## src/hdl/aiu_pkg.sv

```systemverilog
// Package with constants, modes and carriers of the advanced IR serial port set 0 front end.
package aiu_pkg;

	// Register offsets within a set.
	localparam logic [2:0] OFF_DATA = 3'h0;
	localparam logic [2:0] OFF_IER = 3'h1;
	localparam logic [2:0] OFF_ISR = 3'h2;
	localparam logic [2:0] OFF_LCR = 3'h3;
	localparam logic [2:0] OFF_HCR = 3'h4;
	localparam logic [2:0] OFF_LSR = 3'h5;
	localparam logic [2:0] OFF_HSR = 3'h6;
	localparam logic [2:0] OFF_SCR = 3'h7;

	// Set numbers and set-select codes.
	localparam logic [2:0] SET_0 = 3'h0;
	localparam logic [2:0] SET_1 = 3'h1;
	localparam logic [2:0] SET_2 = 3'h2;
	localparam logic [2:0] SET_3 = 3'h3;
	localparam logic [2:0] SET_4 = 3'h4;
	localparam logic [2:0] SET_5 = 3'h5;
	localparam logic [2:0] SET_6 = 3'h6;
	localparam logic [2:0] SET_7 = 3'h7;
	localparam int SSR_BANK_BIT = 7;
	localparam logic [7:0] SSR_CODE_S2 = 8'hE0;
	localparam logic [7:0] SSR_CODE_S3 = 8'hE4;
	localparam logic [7:0] SSR_CODE_S4 = 8'hE8;
	localparam logic [7:0] SSR_CODE_S5 = 8'hEC;
	localparam logic [7:0] SSR_CODE_S6 = 8'hF0;
	localparam logic [7:0] SSR_CODE_S7 = 8'hF4;

	// Interrupt enable bit positions.
	localparam int IE_TMR = 7;
	localparam int IE_FSF = 6;
	localparam int IE_TXTH = 5;
	localparam int IE_DMA = 4;
	localparam int IE_HS = 3;
	localparam int IE_LS = 2;
	localparam int IE_TXE = 1;
	localparam int IE_RX = 0;
	localparam logic [7:0] IE_LEGACY_MASK = 8'h0F;

	// FIFO control fields and advanced control fields.
	localparam int FCR_EN = 0;
	localparam int FCR_RXRST = 1;
	localparam int FCR_TXRST = 2;
	localparam int FCR_TXLVL_LO = 4;
	localparam int FCR_RXLVL_LO = 6;
	localparam logic [7:0] FCR_STORE_MASK = 8'hF1;
	localparam int ADV_SWAP_BIT = 3;

	// Reset values.
	localparam logic [7:0] RST_BYTE = 8'h00;

	// FIFO geometry and thresholds, indexed by the two-bit level code.
	localparam int FIFO_DEPTH = 32;
	localparam int PTR_W = 5;
	localparam int CNT_W = 6;
	localparam logic [CNT_W-1:0] ADV_LIMIT = 6'h20;
	localparam logic [CNT_W-1:0] LEG_LIMIT = 6'h10;
	localparam logic [3:0][CNT_W-1:0] RX_LVL = {6'h1A, 6'h10, 6'h04, 6'h01};
	localparam logic [3:0][CNT_W-1:0] TX_LVL = {6'h19, 6'h11, 6'h07, 6'h01};

	// Legacy encoded interrupt identification.
	localparam logic [3:0] IID_NONE = 4'h1;
	localparam logic [3:0] IID_LS = 4'h6;
	localparam logic [3:0] IID_RX = 4'h4;
	localparam logic [3:0] IID_TXE = 4'h2;
	localparam logic [3:0] IID_HS = 4'h0;

	// DMA channel indices.
	localparam int CH_A = 0;
	localparam int CH_B = 1;

	typedef enum logic [2:0] {MODE_UART, MODE_SIR, MODE_ASK, MODE_MIR, MODE_FIR, MODE_RC} aiu_mode_type;

	typedef struct packed {
		logic [2:0] addr;
		logic [7:0] wdata;
		logic wr;
		logic rd;
	} aiu_reg_req_type;

	typedef struct packed {
		logic tx_en;
		logic rx_en;
	} aiu_dma_cfg_type;

	typedef struct packed {
		logic timer_zero;
		logic fsf_level;
		logic hs_change;
		logic line_err;
		logic tx_underrun;
		logic dma_tc;
	} aiu_src_type;

endpackage

```

## src/hdl/aiu_set0_front.sv

```systemverilog
// Set 0 register front end of the advanced IR serial port with FIFOs, DMA and interrupt gating.
//
// Summary of operation
// Bank select enable turns on advanced mode
// Set select reachable from every set
// Sets 0/1 shared, sets 2-7 advanced only
// Sets 1-7 hold divisor, version, others
// Set 0 decodes eight byte offsets
// Offset 0 reads receive, writes transmit
// Legacy mode uses programmed I/O only
// Fast IR modes give separate DMA channels
// Swap bit exchanges transmit and receive channels
// Receive-only channel enable gives single channel
// Legacy enable bits 7-4 read zero
// Enable bit 7 gates timer interrupt
// Bit 6 frame FIFO, medium/fast IR only
// Bit 5 gates transmit threshold interrupt
// Bit 4 gates DMA terminal count
// Bit 3 handshake, needs IR handshake select
// Bit 2 line status in serial IR
// Bit 2 adds underrun in fast modes
// Bit 1 gates transmit empty interrupt
// Advanced: 32-entry FIFOs, per-source status
// Bit 0 gates receive threshold interrupt
// Set codes decode; line control sets 0/1
// Interrupt needs true condition and enable
`timescale 1ns/1ps
module aiu_set0_front
	import aiu_pkg::*;
#(
	parameter logic [7:0] VERSION_ID = 8'h5A // Arbitrary identification value.
) (
	// Clock and reset.
	input wire logic clock_i,
	input wire logic rst_n_i,
	// Register port.
	input wire aiu_reg_req_type reg_req_i,
	output logic [7:0] reg_rdata_o,
	// Configuration levels.
	input wire logic bank_select_enable_i,
	input wire aiu_dma_cfg_type dma_cfg_i,
	input wire aiu_mode_type ir_mode_i,
	input wire logic ir_handshake_select_i,
	// Line side status.
	input wire aiu_src_type src_i,
	input wire logic [7:0] line_status_i,
	input wire logic [7:0] handshake_status_i,
	// Line side data streams.
	input wire logic [7:0] rx_data_i,
	input wire logic rx_valid_i,
	output logic [7:0] tx_data_o,
	output logic tx_valid_o,
	input wire logic tx_ready_i,
	// DMA handshake.
	input wire logic [1:0] dma_ack_i,
	input wire logic [7:0] dma_data_i,
	output logic [1:0] dma_req_o,
	output logic [7:0] dma_data_o,
	// Interrupt.
	output logic irq_o
);

	logic [7:0] set_sel_ff, line_ctrl_ff, ier_ff, fcr_ff, hcr_ff, scratch_ff;
	logic [7:0] div_lo_ff, div_hi_ff, adv_ctrl_ff;
	logic [7:0] tx_mem [FIFO_DEPTH];
	logic [7:0] rx_mem [FIFO_DEPTH];
	logic [PTR_W-1:0] tx_wr_ff, tx_rd_ff, rx_wr_ff, rx_rd_ff;
	logic [CNT_W-1:0] tx_cnt_ff, rx_cnt_ff, limit;
	logic [7:0] tx_data_ff, dma_data_ff, rdata_ff, nxt_rdata;
	logic tx_valid_ff, irq_ff, dma_tc_ff;
	logic [1:0] dma_req_ff, nxt_dma_req;
	logic [2:0] cur_set;
	logic adv, dma_mode, frame_mode, ir_on, swap;
	logic wr, rd, s0, host_tx_push, host_rx_pop, dma_tx_ack, dma_rx_ack;
	logic tx_full, tx_push, tx_pop, rx_full, rx_push, rx_pop, tx_rst, rx_rst;
	logic [7:0] tx_push_data, rx_head, stat, act, ier_view;
	logic [3:0] iid;

	// Mode flags; the bank select bit is the single switch into advanced operation.
	assign adv = bank_select_enable_i;
	assign dma_mode = adv && (ir_mode_i inside {MODE_MIR, MODE_FIR, MODE_RC});
	assign frame_mode = adv && (ir_mode_i inside {MODE_MIR, MODE_FIR});
	assign ir_on = ir_mode_i != MODE_UART;
	assign swap = adv_ctrl_ff[ADV_SWAP_BIT];

	// Set decode; advanced set codes only count while the bank is open.
	always_comb begin
		cur_set = SET_1;
		if (!set_sel_ff[SSR_BANK_BIT]) begin
			cur_set = SET_0;
		end else if (adv) begin
			unique case (set_sel_ff)
				SSR_CODE_S2: cur_set = SET_2;
				SSR_CODE_S3: cur_set = SET_3;
				SSR_CODE_S4: cur_set = SET_4;
				SSR_CODE_S5: cur_set = SET_5;
				SSR_CODE_S6: cur_set = SET_6;
				SSR_CODE_S7: cur_set = SET_7;
				default: cur_set = SET_1;
			endcase
		end
	end

	// Access strobes for the data port and the FIFO reset commands.
	assign wr = reg_req_i.wr;
	assign rd = reg_req_i.rd;
	assign s0 = cur_set == SET_0;
	assign host_tx_push = wr && s0 && reg_req_i.addr == OFF_DATA;
	assign host_rx_pop = rd && s0 && reg_req_i.addr == OFF_DATA;
	assign tx_rst = wr && s0 && reg_req_i.addr == OFF_ISR && reg_req_i.wdata[FCR_TXRST];
	assign rx_rst = wr && s0 && reg_req_i.addr == OFF_ISR && reg_req_i.wdata[FCR_RXRST];

	// DMA acknowledges are routed to a direction by the swap bit; legacy ignores them.
	assign dma_tx_ack = dma_mode && (swap ? dma_ack_i[CH_B] : dma_ack_i[CH_A]);
	assign dma_rx_ack = dma_mode && (swap ? dma_ack_i[CH_A] : dma_ack_i[CH_B]);

	// FIFO depth is 32 in advanced mode and 16 in legacy.
	assign limit = adv ? ADV_LIMIT : LEG_LIMIT;
	assign tx_full = tx_cnt_ff >= limit;
	assign rx_full = rx_cnt_ff >= limit;
	assign tx_push = (host_tx_push || dma_tx_ack) && !tx_full;
	assign tx_push_data = host_tx_push ? reg_req_i.wdata : dma_data_i;
	assign tx_pop = tx_cnt_ff != '0 && (!tx_valid_ff || tx_ready_i);
	assign rx_push = rx_valid_i && !rx_full;
	assign rx_pop = (host_rx_pop || dma_rx_ack) && rx_cnt_ff != '0;
	assign rx_head = rx_mem[rx_rd_ff];

	// Transmit FIFO storage; a host write wins over a DMA write in the same cycle.
	always_ff @(posedge clock_i) begin
		if (tx_push) begin
			tx_mem[tx_wr_ff] <= tx_push_data;
		end
	end

	// Transmit FIFO pointers; the reset command flushes it in one cycle.
	always_ff @(posedge clock_i) begin
		if (!rst_n_i || tx_rst) begin
			tx_wr_ff <= '0;
			tx_rd_ff <= '0;
			tx_cnt_ff <= '0;
		end else begin
			if (tx_push) begin
				tx_wr_ff <= tx_wr_ff + 1'b1;
			end
			if (tx_pop) begin
				tx_rd_ff <= tx_rd_ff + 1'b1;
			end
			tx_cnt_ff <= CNT_W'(tx_cnt_ff + tx_push - tx_pop);
		end
	end

	// Output stage toward the line; it holds a byte until the line takes it.
	always_ff @(posedge clock_i) begin
		if (!rst_n_i) begin
			tx_valid_ff <= 1'b0;
			tx_data_ff <= RST_BYTE;
		end else if (tx_pop) begin
			tx_valid_ff <= 1'b1;
			tx_data_ff <= tx_mem[tx_rd_ff];
		end else if (tx_ready_i) begin
			tx_valid_ff <= 1'b0;
		end
	end

	// Receive FIFO storage; bytes arriving while full are dropped.
	always_ff @(posedge clock_i) begin
		if (rx_push) begin
			rx_mem[rx_wr_ff] <= rx_data_i;
		end
	end

	// Receive FIFO pointers.
	always_ff @(posedge clock_i) begin
		if (!rst_n_i || rx_rst) begin
			rx_wr_ff <= '0;
			rx_rd_ff <= '0;
			rx_cnt_ff <= '0;
		end else begin
			if (rx_push) begin
				rx_wr_ff <= rx_wr_ff + 1'b1;
			end
			if (rx_pop) begin
				rx_rd_ff <= rx_rd_ff + 1'b1;
			end
			rx_cnt_ff <= CNT_W'(rx_cnt_ff + rx_push - rx_pop);
		end
	end

	// DMA requests are levels; with only the receive channel enabled, channel B alone serves.
	always_comb begin
		nxt_dma_req[CH_A] = dma_mode && dma_cfg_i.tx_en && (swap ? rx_cnt_ff != '0 : !tx_full);
		nxt_dma_req[CH_B] = dma_mode && dma_cfg_i.rx_en && (swap ? !tx_full : rx_cnt_ff != '0);
	end

	// DMA request flops and data returned to the controller.
	always_ff @(posedge clock_i) begin
		if (!rst_n_i) begin
			dma_req_ff <= 2'h0;
			dma_data_ff <= RST_BYTE;
		end else begin
			dma_req_ff <= nxt_dma_req;
			if (dma_rx_ack && rx_cnt_ff != '0) begin
				dma_data_ff <= rx_head;
			end
		end
	end

	// Terminal count is sticky until the status is read; a new count wins over the clear.
	always_ff @(posedge clock_i) begin
		if (!rst_n_i) begin
			dma_tc_ff <= 1'b0;
		end else if (src_i.dma_tc) begin
			dma_tc_ff <= 1'b1;
		end else if (rd && s0 && reg_req_i.addr == OFF_ISR && adv) begin
			dma_tc_ff <= 1'b0;
		end
	end

	// One status bit per source, each a live condition except the sticky DMA terminal count.
	always_comb begin
		stat[IE_TMR] = src_i.timer_zero;
		stat[IE_FSF] = frame_mode && src_i.fsf_level;
		stat[IE_TXTH] = tx_cnt_ff < TX_LVL[fcr_ff[FCR_TXLVL_LO +: 2]];
		stat[IE_DMA] = dma_tc_ff;
		stat[IE_HS] = src_i.hs_change;
		stat[IE_LS] = src_i.line_err || (dma_mode && src_i.tx_underrun);
		stat[IE_TXE] = tx_cnt_ff == '0 && !tx_valid_ff;
		stat[IE_RX] = adv ? rx_cnt_ff >= RX_LVL[fcr_ff[FCR_RXLVL_LO +: 2]] : rx_cnt_ff != '0;
	end

	// Each source reaches the output only while its condition and its enable are both true.
	always_comb begin
		act[IE_TMR] = adv && ier_ff[IE_TMR] && stat[IE_TMR];
		act[IE_FSF] = frame_mode && ier_ff[IE_FSF] && stat[IE_FSF];
		act[IE_TXTH] = adv && ier_ff[IE_TXTH] && stat[IE_TXTH];
		act[IE_DMA] = dma_mode && ier_ff[IE_DMA] && stat[IE_DMA];
		act[IE_HS] = ier_ff[IE_HS] && stat[IE_HS] && (!ir_on || ir_handshake_select_i);
		act[IE_LS] = ier_ff[IE_LS] && stat[IE_LS];
		act[IE_TXE] = ier_ff[IE_TXE] && stat[IE_TXE];
		act[IE_RX] = ier_ff[IE_RX] && stat[IE_RX];
	end

	// Interrupt output flop; no latching, so a cleared enable drops it next cycle.
	always_ff @(posedge clock_i) begin
		if (!rst_n_i) begin
			irq_ff <= 1'b0;
		end else begin
			irq_ff <= |act;
		end
	end

	// Legacy identification code in fixed priority order.
	always_comb begin
		if (act[IE_LS]) begin
			iid = IID_LS;
		end else if (act[IE_RX]) begin
			iid = IID_RX;
		end else if (act[IE_TXE]) begin
			iid = IID_TXE;
		end else if (act[IE_HS]) begin
			iid = IID_HS;
		end else begin
			iid = IID_NONE;
		end
	end

	// Upper enables are hidden outside advanced mode even if set before the switch.
	assign ier_view = adv ? ier_ff : (ier_ff & IE_LEGACY_MASK);

	// Set select shares offset 3 in every set; line control only takes writes in sets 0 and 1.
	always_ff @(posedge clock_i) begin
		if (!rst_n_i) begin
			set_sel_ff <= RST_BYTE;
			line_ctrl_ff <= RST_BYTE;
		end else if (wr && reg_req_i.addr == OFF_LCR) begin
			set_sel_ff <= reg_req_i.wdata;
			if (cur_set == SET_0 || cur_set == SET_1) begin
				line_ctrl_ff <= reg_req_i.wdata;
			end
		end
	end

	// Set 0 control registers; legacy writes cannot set the upper enables.
	always_ff @(posedge clock_i) begin
		if (!rst_n_i) begin
			ier_ff <= RST_BYTE;
			fcr_ff <= RST_BYTE;
			hcr_ff <= RST_BYTE;
			scratch_ff <= RST_BYTE;
		end else if (wr && s0) begin
			unique case (reg_req_i.addr)
				OFF_IER: ier_ff <= adv ? reg_req_i.wdata : (reg_req_i.wdata & IE_LEGACY_MASK);
				OFF_ISR: fcr_ff <= reg_req_i.wdata & FCR_STORE_MASK;
				OFF_HCR: hcr_ff <= reg_req_i.wdata;
				OFF_SCR: scratch_ff <= reg_req_i.wdata;
				default: ;
			endcase
		end
	end

	// Divisor in set 1 and the advanced control byte in set 2.
	always_ff @(posedge clock_i) begin
		if (!rst_n_i) begin
			div_lo_ff <= RST_BYTE;
			div_hi_ff <= RST_BYTE;
			adv_ctrl_ff <= RST_BYTE;
		end else if (wr) begin
			if (cur_set == SET_1 && reg_req_i.addr == OFF_DATA) begin
				div_lo_ff <= reg_req_i.wdata;
			end
			if (cur_set == SET_1 && reg_req_i.addr == OFF_IER) begin
				div_hi_ff <= reg_req_i.wdata;
			end
			if (cur_set == SET_2 && reg_req_i.addr == OFF_ISR) begin
				adv_ctrl_ff <= reg_req_i.wdata;
			end
		end
	end

	// Read multiplexer; unmapped locations read zero.
	always_comb begin
		nxt_rdata = RST_BYTE;
		if (reg_req_i.addr == OFF_LCR) begin
			nxt_rdata = (cur_set == SET_0 || cur_set == SET_1) ? line_ctrl_ff : set_sel_ff;
		end else if (s0) begin
			unique case (reg_req_i.addr)
				OFF_DATA: nxt_rdata = rx_head;
				OFF_IER: nxt_rdata = ier_view;
				OFF_ISR: nxt_rdata = adv ? stat : {{2{fcr_ff[FCR_EN]}}, 2'h0, iid};
				OFF_HCR: nxt_rdata = hcr_ff;
				OFF_LSR: nxt_rdata = line_status_i;
				OFF_HSR: nxt_rdata = handshake_status_i;
				OFF_SCR: nxt_rdata = scratch_ff;
				default: nxt_rdata = RST_BYTE;
			endcase
		end else if (cur_set == SET_1 && reg_req_i.addr == OFF_DATA) begin
			nxt_rdata = div_lo_ff;
		end else if (cur_set == SET_1 && reg_req_i.addr == OFF_IER) begin
			nxt_rdata = div_hi_ff;
		end else if (cur_set == SET_2 && reg_req_i.addr == OFF_ISR) begin
			nxt_rdata = adv_ctrl_ff;
		end else if (cur_set == SET_3 && reg_req_i.addr == OFF_DATA) begin
			nxt_rdata = VERSION_ID;
		end
	end

	// Read data stands for exactly the cycle after the read strobe.
	always_ff @(posedge clock_i) begin
		if (!rst_n_i) begin
			rdata_ff <= RST_BYTE;
		end else begin
			rdata_ff <= rd ? nxt_rdata : RST_BYTE;
		end
	end

	assign reg_rdata_o = rdata_ff;
	assign tx_data_o = tx_data_ff;
	assign tx_valid_o = tx_valid_ff;
	assign dma_req_o = dma_req_ff;
	assign dma_data_o = dma_data_ff;
	assign irq_o = irq_ff;
endmodule // aiu_set0_front

```

## config.mk

```make
export PLATFORM = sky130hd
export DESIGN_NAME = aiu_set0_front
export DESIGN_NICKNAME = d
export VERILOG_FILES = /design/src/hdl/aiu_pkg.sv /design/src/hdl/aiu_set0_front.sv
export SDC_FILE = /design/constraint.sdc
export NUM_CORES = 1
export LEC_CHECK = 0
export ABC_AREA = 1
export BUFFER_PORTS_ARGS = -buffer_cell sky130_fd_sc_hd__buf_2
export CAP_MARGIN = 5
export CORE_UTILIZATION = 55
export CTS_CLUSTER_DIAMETER = 80
export DETAILED_ROUTE_END_ITERATION = 8
export GPL_TIMING_DRIVEN = 0
export HOLD_SLACK_MARGIN = 0.1
export PLACE_DENSITY = 0.72
export RECOVER_POWER = 50
export SYNTH_ARGS = -nofsm -noshare
export SYNTH_HDL_FRONTEND = slang
export SYNTH_SLANG_ARGS = --single-unit
```

## constraint.sdc

```tcl
create_clock -name clock_i -period 6.7 [get_ports clock_i]
set_input_delay 1.34 -clock clock_i [delete_from_list [all_inputs] [get_ports clock_i]]
set_output_delay 1.34 -clock clock_i [all_outputs]
set_load 0.03 [all_outputs]
```

Word-level counts from Yosys, hierarchy flattened
Memories as Yosys holds them, arrays and structs flattened. A register that Yosys moved wholly into a read port is not among the register bits.
Cells that the tools add are included.
{"block": "op_classes", "n_lt_le_gt_ge": 6, "reduce_logical": 77, "mux": 39, "n_eq_ne": 19, "n_addsub": 8}
{"cell": "2-to-1 mux 8 bit", "n": 10}
{"cell": "one-hot mux 8 bit (7 select lines)", "n": 1}
{"cell": "== test 8 bit, second input constant", "n": 6}
{"cell": "logical AND 1 bit", "n": 43}
{"cell": "binary-select mux 6 bit (select 2 bit)", "n": 2}
{"cell": "adder 5 x 1 -> 5 bit, second input constant", "n": 4}
{"cell": "== test 3 bit, second input constant", "n": 6}
{"cell": ">= comparator 6 bit", "n": 3}
{"cell": "2-to-1 mux 6 bit", "n": 3}
{"cell": "one-hot mux 3 bit (6 select lines)", "n": 1}
{"cell": "AND reduction 2 bit", "n": 9}
{"cell": "== test 3 x 2 -> 1 bit, second input constant", "n": 5}
{"cell": "2-to-1 mux 1 bit", "n": 14}
{"cell": "adder 6 x 1 -> 6 bit", "n": 2}
{"cell": "2-to-1 mux 3 bit", "n": 4}
{"cell": "nonzero test 6 bit", "n": 2}
{"cell": "subtractor 6 x 1 -> 6 bit", "n": 2}
{"cell": "2-to-1 mux 5 bit", "n": 2}
{"cell": "logical OR 1 bit", "n": 8}
{"cell": "OR reduction 8 bit", "n": 1}
{"cell": "2-to-1 mux 7 bit", "n": 1}
{"cell": "== test 3 x 1 -> 1 bit, second input constant", "n": 2}
{"cell": "zero test 1 bit", "n": 6}
{"cell": "zero test 3 bit", "n": 2}
{"cell": "6 further kinds", "n": 10}
{"block": "word_totals", "word_cells": 172, "mem_bits_rw": 512, "register_bits": 122, "memories": 2, "input_bits": 64}
{"memory": "rx_mem", "words": 32, "width": 8, "rd": 1, "rd_ports_with_merged_regs": 1, "write_ports": 1, "line_no": "aiu_set0_front.sv:66", "rtl": "logic [7:0] rx_mem [FIFO_DEPTH];"}
{"memory": "tx_mem", "words": 32, "width": 8, "rd": 1, "rd_ports_with_merged_regs": 1, "write_ports": 1, "line_no": "aiu_set0_front.sv:65", "rtl": "logic [7:0] tx_mem [FIFO_DEPTH];"}

Longest topological paths before layout
Gate-level depths: netlist of run 1.
{"block": "depth", "ltp_word": 12, "ltp_mapped": 19, "ltp_nobuf": 19}

Least setup slack after synthesis of run 1
OpenSTA, ideal clock, no wires.
{"block": "synth_path", "path_type": "input to register", "start": "input bank_select_enable_i", "end": "register tx_cnt_ff[4]", "arrival_time_ps": 3573, "path_buffers": 1, "setup_slack_ps": 3011, "setup_ps": 116, "cell_stages": 16, "required_time_ps": 6584, "cell_sequence": "buf_4 > inv_2 > ha_1 > a21oi_1 > nand2_1 > inv_1 > nand2_2 > ha_1 > inv_1 > ha_1 > fa_1 > nand2_1 > a21oi_1 > nor2_1 > xor2_1 > nor2_1"}
{"block": "synth_via", "elab_chain_len": 9}
{"element": "from (decl)", "line_no": "aiu_set0_front.sv:40", "rtl": "input wire logic bank_select_enable_i,"}
{"element": "branches (longest 9 deep; another with >= comparator 6 bit)"}
{"element": "to (signal assigned)", "line_no": "aiu_set0_front.sv:148", "rtl": "tx_cnt_ff <= CNT_W'(tx_cnt_ff + tx_push - tx_pop);"}
{"element": "to (decl)", "line_no": "aiu_set0_front.sv:68", "rtl": "logic [CNT_W-1:0] tx_cnt_ff, rx_cnt_ff, limit;"}
Parallel ways; which one is timed is not known.
A chain may end at the register's enable or synchronous reset.

Worst setup path after layout of run 1
{"block": "layout_path", "start": "input reg_req_i[1] (netlist name)", "end": "memory tx_mem[9][5] (data pin)"}
{"block": "layout_via", "elab_chain_len": 3}
{"element": "from (decl)", "line_no": "aiu_set0_front.sv:37", "rtl": "input wire aiu_reg_req_type reg_req_i,"}
{"element": "logical AND 1 bit (2 in series)", "line_no": "aiu_set0_front.sv:108", "rtl": "assign host_tx_push = wr && s0 && reg_req_i.addr == OFF_DATA;"}
{"element": "2-to-1 mux 8 bit", "line_no": "aiu_set0_front.sv:122", "rtl": "assign tx_push_data = host_tx_push ? reg_req_i.wdata : dma_data_i;"}
{"element": "named net tx_push_data[5]", "line_no": "aiu_set0_front.sv:76", "rtl": "logic [7:0] tx_push_data, rx_head, stat, act, ier_view;"}
{"element": "to (decl)", "line_no": "aiu_set0_front.sv:65"}
The timed path passes the listed nets, and every way through them passes these cells.

==> results of run 1 <==
worst max-delay path by stage:
| stage | start | endpoint | slack [ns] |
|---|---|---|---|
| after detailed placement | bank_select_enable_i | rx_mem[26][7] | 2.43 |
| after floorplan | bank_select_enable_i | tx_cnt_ff[4] | 3.01 |
| after global placement | reg_req_i[10] | tx_mem[27][3] | 0.62 |
| final | reg_req_i[1] | tx_mem[9][5] | 2.13 |
| after CTS | bank_select_enable_i | rx_mem[26][3] | 3.05 |
| after global routing | reg_req_i[1] | tx_mem[9][5] | 2.04 |
stage by stage:
stage	total power [mW]	instance area [um^2]	setup WS, ns	hold WS (ns)
after floorplan	5.99	27300	3.01	0.420
after detailed placement	6.86	28800	2.43	0.438
final	10.5	30700	2.13	0.445
after global placement	6.78	28600	0.624	0.432
after CTS	10.4	30900	3.05	0.446
after global routing	10.8	30700	2.04	0.469
flip-flops by register name, summed over array words and instances, names as in the netlist, 8 cells and up, named ones only:
register,flops
tx_data_o,8
set_sel_ff,8
adv_ctrl_ff,8
div_hi_ff,8
div_lo_ff,8
ier_ff,8
hcr_ff,8
scratch_ff,8
tx_mem,256
reg_rdata_o,8
rx_mem,256
dma_data_o,8
line_ctrl_ff,8
routing by layer:
layer	up-vias	GRT usage, %	routed length (um)
li1	9432	-	-
met1	9975	43.8	31500
met2	1235	49.5	36500
met3	193	5.28	8360
met4	0	13.4	3040
met5	-	0	0
cells in the mapped netlist (all sizes together) (11+ instances only):
library cell	number
dfxtp	135
nand2	530
nor3b	11
o21ai	244
o221ai	28
ha	38
o211ai	11
a21oi	146
o22ai	39
nor2	272
nand4	25
buf	69
edfxtp	512
nand3	257
inv	147
clkbuf	66
power by group:
group	internal, mW	leakage [nW]	switching (mW)
logic	0.623	4.19	1.65
registers	4.46	5.70	0.0814
clock network	2.07	1.03	1.58
logic make-up (layout without fill, tap and decap cells):
group                    count (synthesis)  in the layout  share of synthesized area, %
flip-flops                             647            647                          66.2
AO/OA/AOI/OAI                          492            492                          10.0
AND/OR/NAND/NOR                       1115           1115                          17.4
XOR/XNOR                                 5              5                         0.160
adder cells (fa/ha/maj)                 40             40                          1.89
buffers and inverters                  287            504                          4.35
cell type report:
cell class / instances / area share, %
timing repair buffer: 97 / 1.43
buffer: 135 / 1.96
clock inverter: 30 / 1.06
tap: 664 / 2.71
inverter: 152 / 1.86
clock buffer: 90 / 5.88
multi-input combinational: 1652 / 26.1
sequential: 647 / 59.0
critical path, cell delays in order:
cell      delay, ns
clkbuf_1       0.23
inv_1          0.11
nor2_1         0.16
nand2_1        0.29
clkbuf_1       0.32
o21ai_0        1.63
clkbuf_1       0.75
==> metrics.md, run 1 <==
| Metric | Value |
|---|---|
| RSZ-0062 raised after global routing | `false` |
| Final core utilization | `62.6%` |
| Setup-failing EPs final | `0` |
| Share of layout cells above drive strength 1 | `8.06%` |
| Fill count | `3972` |
| R2R depth | `6` |
| IR drop worst, VDD | `0.231 mV` |
| Global Route Usage Sum | `31.6%` |
| ANT cells | `0` |
| CTS root buffer | `clkbuf_16` |
| Commonest non-fill, non-tap cell in the layout | `nand2_1` |
| Clock slew at reported path FFs | `0.06 ns` |
| Routability cong. | `0.990` |
| Worst hold-check path type | `flop to flop` |
| Worst-margin pin slew | `2.11 ns` |
| DIE AREA | `50500 um^2` |
| Arr. time, crit path | `4.86 ns` |
| Commonest non-fill, non-tap cells in the layout | `nand2_1, edfxtp_1, nor2_1` |
| Max Root-Sink Buffers | `3` |
| Distinct cells, synth | `50` |
| NumNets Final | `2856` |
| Max Cap Violations | `9` |
| RR Endpoint | `tx_mem[9][5]` |
| Slew margin rel. | `-41.8%` |
| Fin crit period | `4.57 ns` |
| Seq cells post-synth | `647` |
| Largest net degree at the start of global routing | `33` |
| Drt drc | `0` |
| Post-synth EDFFs | `512` |
| Setup TNS | `0 ns` |
| Crit path launch type | `primary input` |
| Area Overhead vs Synth | `12.2%` |
| Outcome | `complete, but fails checks` |
| Hold Startpoint | `div_hi_ff[1]` |
| Final Skew | `0.0318 ns` |
| Crit Path Class | `primary input to flop` |
| I/O Buffers | `90` |
| CTS resizes | `0` |
| Via/cell ratio | `6.01` |
| Failing checks | `capacitance limit, slew limit` |
| Initial antenna violation count | `0` |
| Post-CTS setup buffer count | `0` |
| PwrDens | `341 nW/um^2` |
| Hold path cells | `2` |
| Drt pass-1 iters | `6` |
| Top-area cell type share of the netlist area | `56.3%` |
| WL final | `79.4 mm` |
| Top_reg_cell synth | `edfxtp_1` |
| Fin. max-slew vios | `177` |
| Cells after synthesis | `2586` |
| FF-to-FF Start | `set_sel_ff[7]` |
| Register area | `18100 um^2` |
| Syn Nets | `2690` |
| # rows | `81` |
| CTS H-Tree Depth | `3` |
| Crit Path Max Fanout | `17` |
| Initial Utilization | `55.8%` |
| Leakage | `10.9 nW` |
| Fmax | `219 MHz` |
| GRT overflow | `0` |
| CTS Hold Bufs | `0` |
| Period utilization | `68.3%` |
| Register-to-Register Setup Slack | `2.76 ns` |
| Hold Fails Final Rpt | `0` |
| IO Count | `92` |
| DP HPWL | `54.5 mm` |
| Post-synth top area cell | `edfxtp_1` |
| Clk sinks | `647` |
| Placed Cells incl. Taps | `3347` |
| Die Span Y | `225 um` |
| Worst path required time | `6.99 ns` |
| Setup crit end kind | `flop` |
| Register area share after synthesis | `66.2%` |
| Multi-input gate area | `8010 um^2` |
| Final std cells w/o fill | `3467` |
| 1st-iter DRT viols | `2769` |
| Yosys warning count | `0` |
| Syn Area/Cell | `10.6 um^2` |
| Core ar. | `49000 um^2` |
| CTS tree | `built` |
| Final ANT Viol Nets | `0` |
| Num CTS Buffers | `67` |
| Hold Path End | `div_hi_ff[1]` |
| Die width | `225 um` |
| Area contributors post-synth | `edfxtp_1, dfxtp_1, nand2_1` |
| Clk_lat worst skew | `0.62 ns` |
| Post-Syn Area | `27300 um^2` |
| WL/cell | `22.9 um` |
| Vias in the first global route | `19700` |
| First-pass GRT wire length | `118 mm` |
| Vias after detailed routing | `20800` |
| FFs w/ async S/R, synth | `0%` |
No activity file was read; power rests on OpenSTA's default activity.
==> inputs of run 2 (changes only) <==
--- a/config.mk
+++ b/config.mk
@@ -13,7 +13,7 @@
 export DETAILED_ROUTE_END_ITERATION = 8
 export GPL_TIMING_DRIVEN = 0
 export HOLD_SLACK_MARGIN = 0.1
-export PLACE_DENSITY = 0.72
+export PLACE_DENSITY = 0.75
 export RECOVER_POWER = 50
 export SYNTH_ARGS = -nofsm -noshare
 export SYNTH_HDL_FRONTEND = slang
==> constraint.sdc (replaced) <==
create_clock -name clock_i -period 4 [get_ports clock_i]
set_input_delay 0.8 -clock clock_i [delete_from_list [all_inputs] [get_ports clock_i]]
set_output_delay 0.8 -clock clock_i [all_outputs]
set_load 0.03 [all_outputs]
==> run 2 against run 1 <==
  * The flow still finishes with violations (capacitance limit, slew limit)
  * Clock skew decreased by 0.0033 ns
  * Register-to-register slack got worse by 2.2 ns
  * Worst hold slack got worse by 0.0018 ns
  * Clock power increased by 61%
  * Largest cell class unchanged
  * Largest power group unchanged
==> metrics.md, run 2 (synthesized netlist as in run 1, its figures left out) <==
| Metric | Value |
|---|---|
| Period utilization | `85.8%` |
| RR Endpoint | `tx_mem[20][4]` |
| Drt drc | `0 (unchanged)` |
| Die width | `225 um (unchanged)` |
| Initial antenna violation count | `1 (+1)` |
| Failing checks | `capacitance limit, slew limit` |
| 1st-iter DRT viols | `2775 (+0.22%)` |
| Num CTS Buffers | `67 (unchanged)` |
| # rows | `81 (unchanged)` |
| Via/cell ratio | `6.04 (+0.56%)` |
| First-pass GRT wire length | `118 mm (+0.43%)` |
| Slew margin rel. | `-37.1% (+4.8 points)` |
| GRT overflow | `0 (unchanged)` |
| Max Cap Violations | `11 (+2)` |
| CTS root buffer | `clkbuf_16` |
| Worst path required time | `4.10 ns (-2.89 ns)` |
| Pre-CTS WS | `0.305 ns (-2.12 ns)` |
| Largest net degree at the start of global routing | `33 (unchanged)` |
| Global Route Usage Sum | `31.7% (+0.098 points)` |
| Crit Path Max Fanout | `12 (-5)` |
| ANT cells | `0 (unchanged)` |
| CTS H-Tree Depth | `3 (unchanged)` |
| Hold path cells | `3 (+1)` |
| Arr. time, crit path | `3.53 ns (-1.33 ns)` |
| WL/cell | `23.1 um (+0.72%)` |
| Setup TNS | `0 ns (unchanged)` |
| Worst hold-check path type | `primary input to flop` |
| Clock power share | `34.0% (-0.9 points)` |
| Outcome | `complete, but fails checks` |
| Routability cong. | `0.979 (-1.1%)` |
| Final core utilization | `62.5% (-0.10 points)` |
| Multi-input gate area | `8010 um^2 (about the same)` |
| Register area | `18100 um^2 (unchanged)` |
| Combinational share of power | `22.0% (+0.3 points)` |
| WL final | `79.9 mm (+0.66%)` |
| CTS tree | `built` |
| Post-CTS setup buffer count | `0 (unchanged)` |
| IO Count | `92 (unchanged)` |
| Hold Startpoint | `src_i[0]` |
| Die Span Y | `225 um (unchanged)` |
| Crit path launch type | `flop` |
| Fmax | `291 MHz` |
| Fill count | `3878 (-2.4%)` |
| Area Overhead vs Synth | `12.1%` |
| NumNets Final | `2856 (unchanged)` |
| CTS Hold Bufs | `0 (unchanged)` |
| Clock slew at reported path FFs | `0.06 ns (about the same)` |
| Clk sinks | `647 (unchanged)` |
| FF-to-FF Start | `set_sel_ff[7]` |
| Worst-margin pin slew | `2.03 ns (-0.0709 ns)` |
| Total Power | `17.3 mW (+65%)` |
| RSZ-0062 raised after global routing | `false` |
| Vias in the first global route | `20200 (+2.7%)` |
| Largest regs | `rx_mem: 256 flops, tx_mem: 256 flops` |
| Final Skew | `0.0285 ns (-0.00332 ns)` |
| WL met3 | `8.60 mm (+2.9%)` |
| PwrDens | `565 nW/um^2 (+65%)` |
| Vias after detailed routing | `20900 (+0.50%)` |
| DIE AREA | `50500 um^2 (unchanged)` |
| Share of layout cells above drive strength 1 | `7.82% (-0.24 points)` |
| CTS resizes | `0 (unchanged)` |
| Sequential power share | `44.0% (+0.6 points)` |
| Setup-failing EPs final | `0 (unchanged)` |
| Hold Fails Final Rpt | `0 (unchanged)` |
| Clk_lat worst skew | `0.61 ns (about the same)` |
| DP HPWL | `54.2 mm (-0.61%)` |
| Placed Cells incl. Taps | `3347 (unchanged)` |
| Commonest non-fill, non-tap cells in the layout | `nand2_1, edfxtp_1, nor2_1` |
| Max Root-Sink Buffers | `3 (unchanged)` |
| Power Internal | `11.9 mW (+66%)` |
| Fin. max-slew vios | `271 (+53%)` |
| Final ANT Viol Nets | `0 (unchanged)` |
| NetSw | `5.43 mW (+64%)` |
| Fin crit period | `3.43 ns` |
| R2R depth | `5 (-1)` |
| Sw frac | `31.4% (-0.27 points)` |
| Core ar. | `49000 um^2 (unchanged)` |
| Hold Path End | `dma_tc_ff` |
| Crit Path Class | `flop to flop` |
| Register-to-Register Setup Slack | `0.57 ns (-2.19 ns)` |
| M1 WL | `31.3 mm (-0.59%)` |
| Final std cells w/o fill | `3465 (-0.058%)` |
| Leakage | `10.9 nW (-0.16%)` |
| Commonest non-fill, non-tap cell in the layout | `nand2_1` |
| Final setup margin | `0.567 ns (-1.56 ns)` |
| Drt pass-1 iters | `6 (unchanged)` |
| Initial Utilization | `55.8% (unchanged)` |
| Setup crit end kind | `flop` |
| Met2 WL | `36.9 mm (+1.3%)` |
| IR drop worst, VDD | `0.396 mV (+72%)` |
| Uppermost routed layer | `met5` |
| I/O Buffers | `90 (unchanged)` |
[run 2: worst max-delay path, cell delays in order (launching register included)]
cell,delay [ns]
dfxtp_1,0.30
clkbuf_1,0.24
nor2_1,0.20
nand2_1,0.28
clkbuf_1,0.32
o21ai_0,1.59
[run 2: area by class of cell]
type	instances	share of cell area [%]
Sequential cell	647	59.1
Multi-Input combinational cell	1652	26.2
Clock buffer	97	6.02
Tap cell	664	2.71
Buffer	135	1.92
Inverter	152	1.86
Timing Repair Buffer	97	1.75
Clock inverter	21	0.503
[run 2: how the worst max path moves through the flow]
stage	start	endpoint
6_report	set_sel_ff[7]	tx_mem[20][4]
2_1_floorplan	bank_select_enable_i	tx_cnt_ff[4]
3_3_place_gp	reg_req_i[11]	tx_mem[27][3]
5_1_grt	tx_cnt_ff[2]	tx_cnt_ff[5]
3_5_place_dp	bank_select_enable_i	rx_mem[5][1]
4_1_cts	tx_cnt_ff[2]	tx_cnt_ff[5]
[run 2: power by group through the flow]
| stage | logic (mW) | registers [mW] | clock network [mW] |
|---|---|---|---|
| detailed placement | 3.72 | 7.74 | 0 |
| finish | 3.81 | 7.60 | 5.87 |
| CTS | 3.76 | 7.60 | 5.89 |
| global placement | 3.57 | 7.74 | 0 |
| global route | 4.11 | 7.62 | 6.13 |
| floorplan | 2.22 | 7.82 | 0 |
[run 2: per-stage QoR]
stage / cell area, um^2 / hold WS (ns)
finish: 30600 / 0.444
global route: 30600 / 0.459
CTS: 30800 / 0.411
detailed placement: 28800 / 0.440
global placement: 28600 / 0.436
floorplan: 27300 / 0.420
[run 2: per-layer routing]
layer | vias up | global-route usage [%]
met4 | 2 | 13.6
met5 | - | 0
met1 | 10100 | 42.8
met2 | 1258 | 49.9
li1 | 9421 | -
met3 | 203 | 6.57
